**config.mk**
```make
export PLATFORM = sky130hd
export DESIGN_NAME = clocked_micro_port
export DESIGN_NICKNAME = d
export VERILOG_FILES = /design/src/hw/micro_port_pkg.sv /design/src/hw/clocked_micro_port.sv /design/src/hw/port_store.sv
export VERILOG_INCLUDE_DIRS = /design/src /design/src/hw
export SDC_FILE = /design/constraint.sdc
export NUM_CORES = 1
export LEC_CHECK = 0
export BUFFER_PORTS_ARGS = -buffer_cell sky130_fd_sc_hd__buf_2
export CORE_MARGIN = 10
export CORE_UTILIZATION = 25
export CTS_CLUSTER_SIZE = 14
export DETAILED_ROUTE_END_ITERATION = 8
export GPL_TIMING_DRIVEN = 1
export HOLD_SLACK_MARGIN = 0.08
export PLACE_DENSITY = 0.41
export SYNTH_ARGS = -nofsm -noshare
export SYNTH_HDL_FRONTEND = slang
export SYNTH_SLANG_ARGS = --single-unit
```
**constraint.sdc**
```tcl
create_clock -name CLK -period 5 [get_ports CLK]
set_clock_uncertainty 0.15 [all_clocks]
set_input_delay 1 -clock CLK [delete_from_list [all_inputs] [get_ports CLK]]
set_output_delay 1 -clock CLK [all_outputs]
set_load 0.01 [all_outputs]
```
**src/hw/micro_port_defines.svh**
```systemverilog
/*
  Timing counts and sizes for the clocked microprocessor port.
  Assumes inclusion by bare name from the port design files.
*/
`ifndef MICRO_PORT_DEFINES_SVH
`define MICRO_PORT_DEFINES_SVH

// Data and address widths and store depth of the port
`define MP_DATA_W      8
`define MP_ADDR_W      3
`define MP_DEPTH       8
// Address that reaches the internal access path (one extra edge on reads)
`define MP_ADDR_INT    3'h0
// Edges from the sampled start of an access to its turnaround point
`define MP_RD0_EDGES_INT  3'h3
`define MP_RD0_EDGES      3'h2
`define MP_WR0_EDGES      3'h2
`define MP_RD1_EDGES_INT  3'h3
`define MP_RD1_EDGES      3'h2
`define MP_WR1_EDGES      3'h3
// Reset values of the handshake and data-enable outputs
`define MP_ACK_IDLE    1'b1
`define MP_OE_IDLE     1'b1

`endif

```
**src/hw/micro_port_pkg.sv**
```systemverilog
/*
  Types shared by the microprocessor port design files.
  Assumes the defines header is available on the include path.
*/
`include "micro_port_defines.svh"

package micro_port_pkg;
  typedef logic [`MP_DATA_W-1:0] byte_t;
  typedef logic [`MP_ADDR_W-1:0] addr_t;
  typedef enum logic [1:0] {ST_IDLE, ST_WAIT, ST_DONE} port_state_e;
endpackage

```
**src/hw/clocked_micro_port.sv**
```systemverilog
/*
  Clock-synchronous 8-bit microprocessor port with two protocol
  styles (separate read/write strobes, or data strobe plus direction)
  and a ready/acknowledge handshake counted in clock edges.
  Assumes all host pins are asynchronous to CLK; each passes two flops.
*/
`timescale 1ns/10ps
`include "micro_port_defines.svh"

module clocked_micro_port
  import micro_port_pkg::*;
(
  input  wire logic             CLK,
  input  wire logic             SYS_RST,
  input  wire logic             MODE,
  input  wire logic             CS_N,
  input  micro_port_pkg::addr_t ADDR,
  input  wire logic             DATA_STROBE_N,
  input  wire logic             WRITE_SEL_N,
  input  micro_port_pkg::byte_t D_I,
  output micro_port_pkg::byte_t D_O,
  output logic                  D_OE_N,
  output logic                  TRANSFER_ACK_N,
  output logic                  WR_STB,
  output micro_port_pkg::addr_t WR_ADDR,
  output micro_port_pkg::byte_t WR_DATA
);

  // ****************************************
  // Pin synchronisers
  // ****************************************
  logic  [3:0] ctl_s1_r;
  logic  [3:0] ctl_s2_r;
  addr_t       addr_s1_r;
  addr_t       addr_s2_r;
  byte_t       din_s1_r;
  byte_t       din_s2_r;

  always_ff @(posedge CLK or posedge SYS_RST) begin
    if (SYS_RST) begin
      ctl_s1_r  <= 4'hF;
      ctl_s2_r  <= 4'hF;
      addr_s1_r <= '0;
      addr_s2_r <= '0;
      din_s1_r  <= '0;
      din_s2_r  <= '0;
    end else begin
      ctl_s1_r  <= {MODE, CS_N, DATA_STROBE_N, WRITE_SEL_N};
      ctl_s2_r  <= ctl_s1_r;
      addr_s1_r <= ADDR;
      addr_s2_r <= addr_s1_r;
      din_s1_r  <= D_I;
      din_s2_r  <= din_s1_r;
    end
  end

  // ****************************************
  // Access decode
  // ****************************************
  wire mode1     = ctl_s2_r[3];
  wire cs_low    = ~ctl_s2_r[2];
  wire strb_low  = ~ctl_s2_r[1];
  wire wsel_low  = ~ctl_s2_r[0];
  wire rd_req0   = strb_low & ~wsel_low;
  wire wr_req0   = wsel_low & ~strb_low;
  wire req1      = strb_low;
  wire start     = cs_low & (mode1 ? req1 : (rd_req0 | wr_req0));
  wire start_wr  = mode1 ? wsel_low : wr_req0;
  wire addr_int  = (addr_s2_r == `MP_ADDR_INT);

  // Edge count to the turnaround point for the access being started
  wire [2:0] edges_rd  = mode1 ? (addr_int ? `MP_RD1_EDGES_INT : `MP_RD1_EDGES)
                               : (addr_int ? `MP_RD0_EDGES_INT : `MP_RD0_EDGES);
  wire [2:0] edges_wr  = mode1 ? `MP_WR1_EDGES : `MP_WR0_EDGES;
  wire [2:0] edges_sel = start_wr ? edges_wr : edges_rd;

  // ****************************************
  // Transaction sequencer
  // ****************************************
  port_state_e state_r;
  port_state_e state_nxt;
  logic  [2:0] cnt_r;
  logic  [2:0] cnt_nxt;
  logic  [2:0] target_r;
  logic        is_wr_r;
  logic        is_m1_r;
  addr_t       addr_r;
  logic        ack_nxt;
  logic        wr_fire;

  wire hit = (cnt_r == target_r);

  // Next-state and handshake selection
  always_comb begin
    state_nxt = state_r;
    cnt_nxt   = cnt_r;
    ack_nxt   = TRANSFER_ACK_N;
    wr_fire   = 1'b0;
    case (state_r)
      ST_IDLE: begin
        cnt_nxt = 3'h1;
        if (start) begin
          state_nxt = ST_WAIT;
          // mode 0 ready drops at sampled start
          ack_nxt = mode1 ? 1'b1 : 1'b0;
        end
      end
      ST_WAIT: begin
        cnt_nxt = cnt_r + 3'h1;
        if (!cs_low) begin
          // Host withdrew before the turnaround: drop the access
          state_nxt = ST_IDLE;
          ack_nxt   = `MP_ACK_IDLE;
        end else if (hit) begin
          state_nxt = ST_DONE;
          ack_nxt = is_m1_r ? 1'b0 : 1'b1;
          wr_fire = is_wr_r;
        end
      end
      ST_DONE: begin
        if (!cs_low) begin
          state_nxt = ST_IDLE;
          ack_nxt   = `MP_ACK_IDLE;
        end
      end
      default: begin
        state_nxt = ST_IDLE;
        ack_nxt   = `MP_ACK_IDLE;
      end
    endcase
  end

  // State, counter and captured access attributes
  always_ff @(posedge CLK or posedge SYS_RST) begin
    if (SYS_RST) begin
      state_r  <= ST_IDLE;
      cnt_r    <= 3'h1;
      target_r <= 3'h2;
      is_wr_r  <= 1'b0;
      is_m1_r  <= 1'b0;
      addr_r   <= '0;
    end else begin
      state_r <= state_nxt;
      cnt_r   <= cnt_nxt;
      if (state_r == ST_IDLE && start) begin
        target_r <= edges_sel;
        is_wr_r  <= start_wr;
        is_m1_r  <= mode1;
        addr_r   <= addr_s2_r;
      end
    end
  end

  // ****************************************
  // Pin and user-side outputs
  // ****************************************
  byte_t rd_data;
  // drive only while selected and reading
  wire   oe_nxt_n = ~(cs_low & (state_r != ST_IDLE) & ~is_wr_r);

  // handshake pin idles high from reset
  // WR_DATA reloads from the synchronised data bus at every edge
  always_ff @(posedge CLK or posedge SYS_RST) begin
    if (SYS_RST) begin
      TRANSFER_ACK_N <= `MP_ACK_IDLE;
      D_OE_N         <= `MP_OE_IDLE;
      D_O            <= '0;
      WR_STB         <= 1'b0;
      WR_ADDR        <= '0;
      WR_DATA        <= '0;
    end else begin
      TRANSFER_ACK_N <= ack_nxt;
      D_OE_N         <= oe_nxt_n;
      D_O            <= rd_data;
      WR_STB         <= wr_fire;
      WR_ADDR        <= addr_r;
      WR_DATA        <= din_s2_r;
    end
  end

  // Register store addressed by the captured access
  port_store port_store_inst (
    .clk     (CLK),
    .rst     (SYS_RST),
    .wr_en   (wr_fire),
    .wr_addr (addr_r),
    .wr_data (din_s2_r),
    .rd_addr (addr_r),
    .rd_data (rd_data)
  );

endmodule

```
**src/hw/port_store.sv**
```systemverilog
/*
  Small register store behind the microprocessor port: eight bytes,
  one write port, one registered read port.
  Assumes a single clock and an active-high asynchronous reset.
*/
`timescale 1ns/10ps
`include "micro_port_defines.svh"

module port_store
  import micro_port_pkg::*;
(
  input  wire logic            clk,
  input  wire logic            rst,
  input  wire logic            wr_en,
  input  micro_port_pkg::addr_t wr_addr,
  input  micro_port_pkg::byte_t wr_data,
  input  micro_port_pkg::addr_t rd_addr,
  output micro_port_pkg::byte_t rd_data
);

  // ****************************************
  // Storage
  // ****************************************
  byte_t mem_r [`MP_DEPTH];

  // One flop row per entry; clears so reads after reset are defined
  genvar g;
  generate
    for (g = 0; g < `MP_DEPTH; g++) begin : g_entry
      always_ff @(posedge clk or posedge rst) begin
        if (rst) begin
          mem_r[g] <= '0;
        end else if (wr_en && wr_addr == addr_t'(g)) begin
          mem_r[g] <= wr_data;
        end
      end
    end
  endgenerate

  // Registered read: data lands one edge after the address
  always_ff @(posedge clk or posedge rst) begin
    if (rst) begin
      rd_data <= '0;
    end else begin
      rd_data <= mem_r[rd_addr];
    end
  end

endmodule

```
# After elaboration in Yosys (flattened, before gate mapping)
# Index checks and enable logic that the tools add are counted.
[word_totals] in_bits=17 ff_bits=137 wordCells=93 output_inout_bits=22
[op_classes] bitwise_logic=12 magnitude_cmp=1 add_sub_neg=1 n_eq_ne=13 reduce_logical=15 n_mux=24
[op_table] operator="$bmux W8 S3" count=1
[op_table] operator="$mux W8" count=2
[op_table] operator="$mux W1" count=14
[op_table] operator="$eq A3 B3 Y1 const B" count=4
[op_table] operator="$logic_and A1 B1 Y1" count=9
[op_table] operator="$mux W2" count=4
[op_table] operator="$eq A3 B2 Y1 const B" count=2
[op_table] operator="$logic_not A3 Y1" count=2
[op_table] operator="$pmux W2 S3" count=1
[op_table] operator="$pmux W3 S2" count=1
[op_table] operator="$and A1 B1 Y1" count=5
[op_table] operator="$not A1 Y1" count=5
[op_table] operator="$ge A4 B4 Y1 const B" count=1
[op_table] operator="$ne A2 B2 Y1 const B" count=2
[op_table] operator="$not A3 Y4" count=1
[op_table] operator="$reduce_bool A2 Y1" count=2
[op_table] operator="$add A3 B1 Y3 const B" count=1
[op_table] operator="$eq A3 B1 Y1 const B" count=1
[op_table] operator="$eq A3 B3 Y1" count=1
[op_table] operator="$ne A3 B3 Y1 const B" count=1
[op_table] operator="$pmux W1 S3" count=1
[op_table] operator="$reduce_and A3 Y1" count=1
[op_table] operator="$eq A2 B1 Y1 const B" count=1
[op_table] operator="$eq A2 B2 Y1 const B" count=1
[op_table] operator="2 further kinds" count=2

# Logic depth before layout (Yosys ltp)
[logic_depth] ltp_word=7 ltp_mapped=6 depth_no_buf=6

# Cells and area by module
# Synthesis repeated with hierarchy kept, for this count alone.
[unflattened] cells_unflattened=291 area_unflattened_um2=5127.4
[modules_own_cells] mod="port_store" n_inst=1 seq_area_each_um2=1801.7 cells_per_inst=181 area_per_inst_um2=3200.6
[modules_own_cells] mod="clocked_micro_port" n_inst=1 seq_area_each_um2=1590.3 cells_per_inst=110 area_per_inst_um2=1926.8

# Least setup slack after synthesis
# Ideal clock, no wire load.
[synth_path] kind="reg-to-reg" startpoint="reg cnt_r[0]" endpoint="reg port_store_inst.mem_r[0] in the netlist's numbering" setup_time_ps=125 required_ps=4725 path_buffers=0 setup_slack_ps=3097 stages_incl_launch_ff=5 synth_period_minus_slack_ps=1903 arrival_ps=1628 path_cell_list="dfstp_2 xor2_1 nor2_1 nand4_1 mux2_2"
[synth_via] elab_chain_cells=5
[synth_lines] item="start, declared" line="clocked_micro_port.sv:82" text="logic [2:0] cnt_r;"
[synth_lines] item="start signal, assigned" line="clocked_micro_port.sv:144" text="cnt_r <= cnt_nxt;"
[synth_lines] item="$eq A3 B3 Y1" line="clocked_micro_port.sv:91" text="wire hit = (cnt_r == target_r);"
[synth_lines] item="$mux W1" line="clocked_micro_port.sv:114" text="end else if (hit) begin"
[synth_lines] item="$mux W1" line="clocked_micro_port.sv:110" text="if (!cs_low) begin"
[synth_lines] item="$mux W1" line="clocked_micro_port.sv:99" text="case (state_r)"
[synth_lines] item="$logic_and A1 B1 Y1" line="port_store.sv:33" text="end else if (wr_en && wr_addr == addr_t'(g)) begin"
[synth_lines] item="end signal, assigned by index" line="port_store.sv:34" text="mem_r[g] <= wr_data;"
[synth_lines] item="end, declared" line="port_store.sv:24" text="byte_t mem_r [`MP_DEPTH];"
# Every way passes these cells.
# A chain may end at the register's enable or synchronous reset.

# Worst setup path in the final report
[layout_path] startpoint="reg addr_r[1]" endpoint="reg port_store_inst.mem_r[5] in the netlist's numbering"
[layout_via] elab_chain_cells=2
[layout_lines] item="start, declared" line="clocked_micro_port.sv:87" text="addr_t addr_r;"
[layout_lines] item="start signal, assigned" line="clocked_micro_port.sv:149" text="addr_r <= addr_s2_r;"
[layout_lines] item="$eq A3 B3 Y1" line="port_store.sv:33"
[layout_lines] item="$logic_and A1 B1 Y1" line="port_store.sv:33"
# Every way passes these cells.

==> flow_summary.json <==
{
  "criticalPathCategory": "reg -> reg",
  "drt-initial-drc-count": 142,
  "route.detailed.drc": 0,
  "power_leakage_nw": 2.93,
  "rsz0062_at_grt": "false",
  "ctsResizeCount": 0,
  "track_usage_pct": 8.38,
  "drive_gt1_share_pct": 50.4,
  "ctsHoldBuffers": 0,
  "synth_cells": 292,
  "grt_max_degree": 106,
  "rows": 51,
  "numCtsBuffers": 17,
  "clockBufferDepth": 2,
  "synth_top_area_cell": "dfrtp_1",
  "ys_types": 30,
  "p_per_area_nw_per_um2": 473,
  "yosysWarningCount": 0,
  "ys_top_cells_by_count": "124 x dfrtp_1, 74 x mux2_2, 16 x mux4_2, 11 x dfstp_2, 6 x o21ai_0",
  "setup_viol": 0,
  "critPathMaxFanout": 14,
  "via_per_inst": 4.19,
  "num_antenna_cells": 0,
  "placed_area_um2": 5530,
  "setup.worst_path.start_class": "flop",
  "synth_flop_cell": "dfrtp_1",
  "cts.sinks": 135,
  "min_path_type": "reg -> reg",
  "gp_congestion": 0.688,
  "first_pass_iters": 4,
  "crit_arrival_ns": 2.69,
  "wl_per_cell_um": 16.3,
  "synthTopCellsByArea": "dfrtp_1 62%, mux2_2 17%, mux4_2 7.2%, dfstp_2 5.8%, mux2i_1 0.60%",
  "grt_pass1_wl_mm": 16.8,
  "synth_top_area_share_pct": 61.8,
  "synth_most_common_cell": "dfrtp_1",
  "grt_pass1_vias": 2865,
  "die_h_um": 162,
  "area_growth_pct": 22.8,
  "avgSynthCellArea_um2": 17.2,
  "synth_seq_cells": 135,
  "finalCriticalPeriod_ns": 2.54,
  "vdd_ir_drop_max_uv": 232,
  "status": "finished, final reports clean",
  "floorplan.initialDensity_pct": 25.6,
  "slew_viol_final": 0,
  "clk_pin_slew_ns": 0.06,
  "vias": 2606,
  "async_flop_share_pct": 100,
  "worst_pin_slew_ns": 0.971,
  "worst_ep_required_time_ns": 5.15,
  "cp-end-kind": "flop",
  "synthesis.area_um2": 5020,
  "design_area_um2": 6160,
  "final_nets": 363,
  "wl_mm": 10.1,
  "post-cts-setup-buffers": 0,
  "port_buffers": 38,
  "final_hold_viol_count": 0,
  "synth_nets": 311,
  "period_share_pct": 50.8,
  "cts_root_buf": "clkbuf_16",
  "dp_hpwl_mm": 6.24,
  "synth_edf_count": 0,
  "synth-seq-area-share_pct": 67.6,
  "grt-ovfl-total": 0,
  "htreeDepth": 4,
  "finalSetupTns_ns": 0,
  "fp.coreArea_um2": 19600,
  "max_freq_mhz": 394,
  "antenna_left": 0,
  "antenna_found_initial": 0,
  "maxCapViolCount": 0,
  "die_width_um": 162,
  "clk_latency_ns": 0.42,
  "pin_count": 39,
  "maxSlewHeadroom_pct": 35.2,
  "cts_tree": "done",
  "die-area_um2": 26100
}
[report_power, final]
| part | switching (mW) | internal [mW] | total (mW) |
|---|---|---|---|
| Clock | 0.483 | 0.836 | 1.32 |
| Combinational | 0.142 | 0.152 | 0.294 |
| Sequential | 0.108 | 1.19 | 1.30 |
| Total | 0.733 | 2.18 | 2.91 |
[cells by family (layout without fill, tap and decap cells)]
| kind of cell | count (synthesis) | after routing | share of synthesized area (%) |
|---|---|---|---|
| compound gates | 14 | 14 | 1.70 |
| xor+xnor | 1 | 1 | 0.175 |
| flops | 135 | 135 | 67.6 |
| simple gates | 35 | 35 | 4.34 |
| buf+inv | 10 | 75 | 0.848 |
| mux | 95 | 95 | 24.8 |
| fa+ha+maj | 2 | 2 | 0.499 |
[routing by layer]
metal / GRT usage, % / up-vias / wire length [um]
li1: - / 1173 / -
met1: 10.6 / 1374 / 4830
met2: 12.6 / 42 / 4770
met3: 2.53 / 17 / 302
met4: 4.59 / 0 / 242
met5: 0 / - / 0
[worst max-delay path, cell delays in order (launching register included)]
cell,delay [ns]
dfrtp_1,0.63
buf_4,0.35
and3_1,0.23
nand4_1,0.56
mux2_2,0.50
[cell usage in the layout, fill, tap and decap left out, types with 2 or more instances in the layout]
master,n
dfrtp_1,124
mux2_2,74
buf_2,38
clkbuf_16,17
mux4_2,16
dfstp_2,11
o21ai_0,6
nand2_1,5
nor2_1,5
nand2_2,4
nand4_1,4
a21oi_1,4
clkinvlp_4,4
clkinv_4,4
bufinv_16,4
nand2b_1,3
mux2i_1,3
nor2b_1,3
buf_4,3
and3_1,2
nand3b_1,2
a22o_1,2
inv_6,2
nor4_1,2
mux2_1,2
ha_1,2
clkinv_2,2
[final cells by class]
type	instances	area, um^2
Timing Repair Buffer	41	213
Sequential cell	135	3390
Tap cell	265	332
Clock inverter	15	204
Inverter	2	12.5
Multi-Input combinational cell	147	1580
Fill cell	1937	13400
Clock buffer	17	425
[path summary, 6_finish.rpt]
path	start	endpoint	slack (ns)	cells after the start
setup / recovery	addr_r[1]$_DFFE_PP0P_	port_store_inst.mem_r[5]$_DFFE_PP0P_	2.46	4
hold / removal	din_s1_r[4]$_DFF_PP0_	din_s2_r[4]$_DFF_PP0_	0.20	0
hold reg to reg	din_s1_r[4]$_DFF_PP0_	din_s2_r[4]$_DFF_PP0_	0.20	0
max in group asynchronous	SYS_RST	D_OE_N$_DFF_PP1_	3.07	3
min in group asynchronous	SYS_RST	port_store_inst.mem_r[17]$_DFFE_PP0P_	0.64	2
setup reg to reg	addr_r[1]$_DFFE_PP0P_	port_store_inst.mem_r[5]$_DFFE_PP0P_	2.46	4
[flip-flops by register name, summed over array words and instances, names as in the netlist, 2 cells and up]
name	count
addr_s2_r	3
addr_s1_r	3
port_store_inst.mem_r	64
WR_DATA	8
din_s2_r	8
port_store_inst.rd_data	8
WR_ADDR	3
ctl_s2_r	4
din_s1_r	8
D_O	8
state_r	2
addr_r	3
cnt_r	3
ctl_s1_r	4
[metrics by stage]
stage	hold WS (ns)	setup slack [ns]	util [%]	power, mW	std cells
after global placement	0.182	2.39	28.2	1.62	590
after CTS	0.195	2.37	31.4	2.97	622
after detailed placement	0.185	2.38	28.2	1.63	590
final	0.195	2.46	31.4	2.91	622
after global routing	0.193	2.23	31.4	3.05	622
after floorplan	0.181	0.257	-	1.51	292
Power figures use the tool's default switching activity.
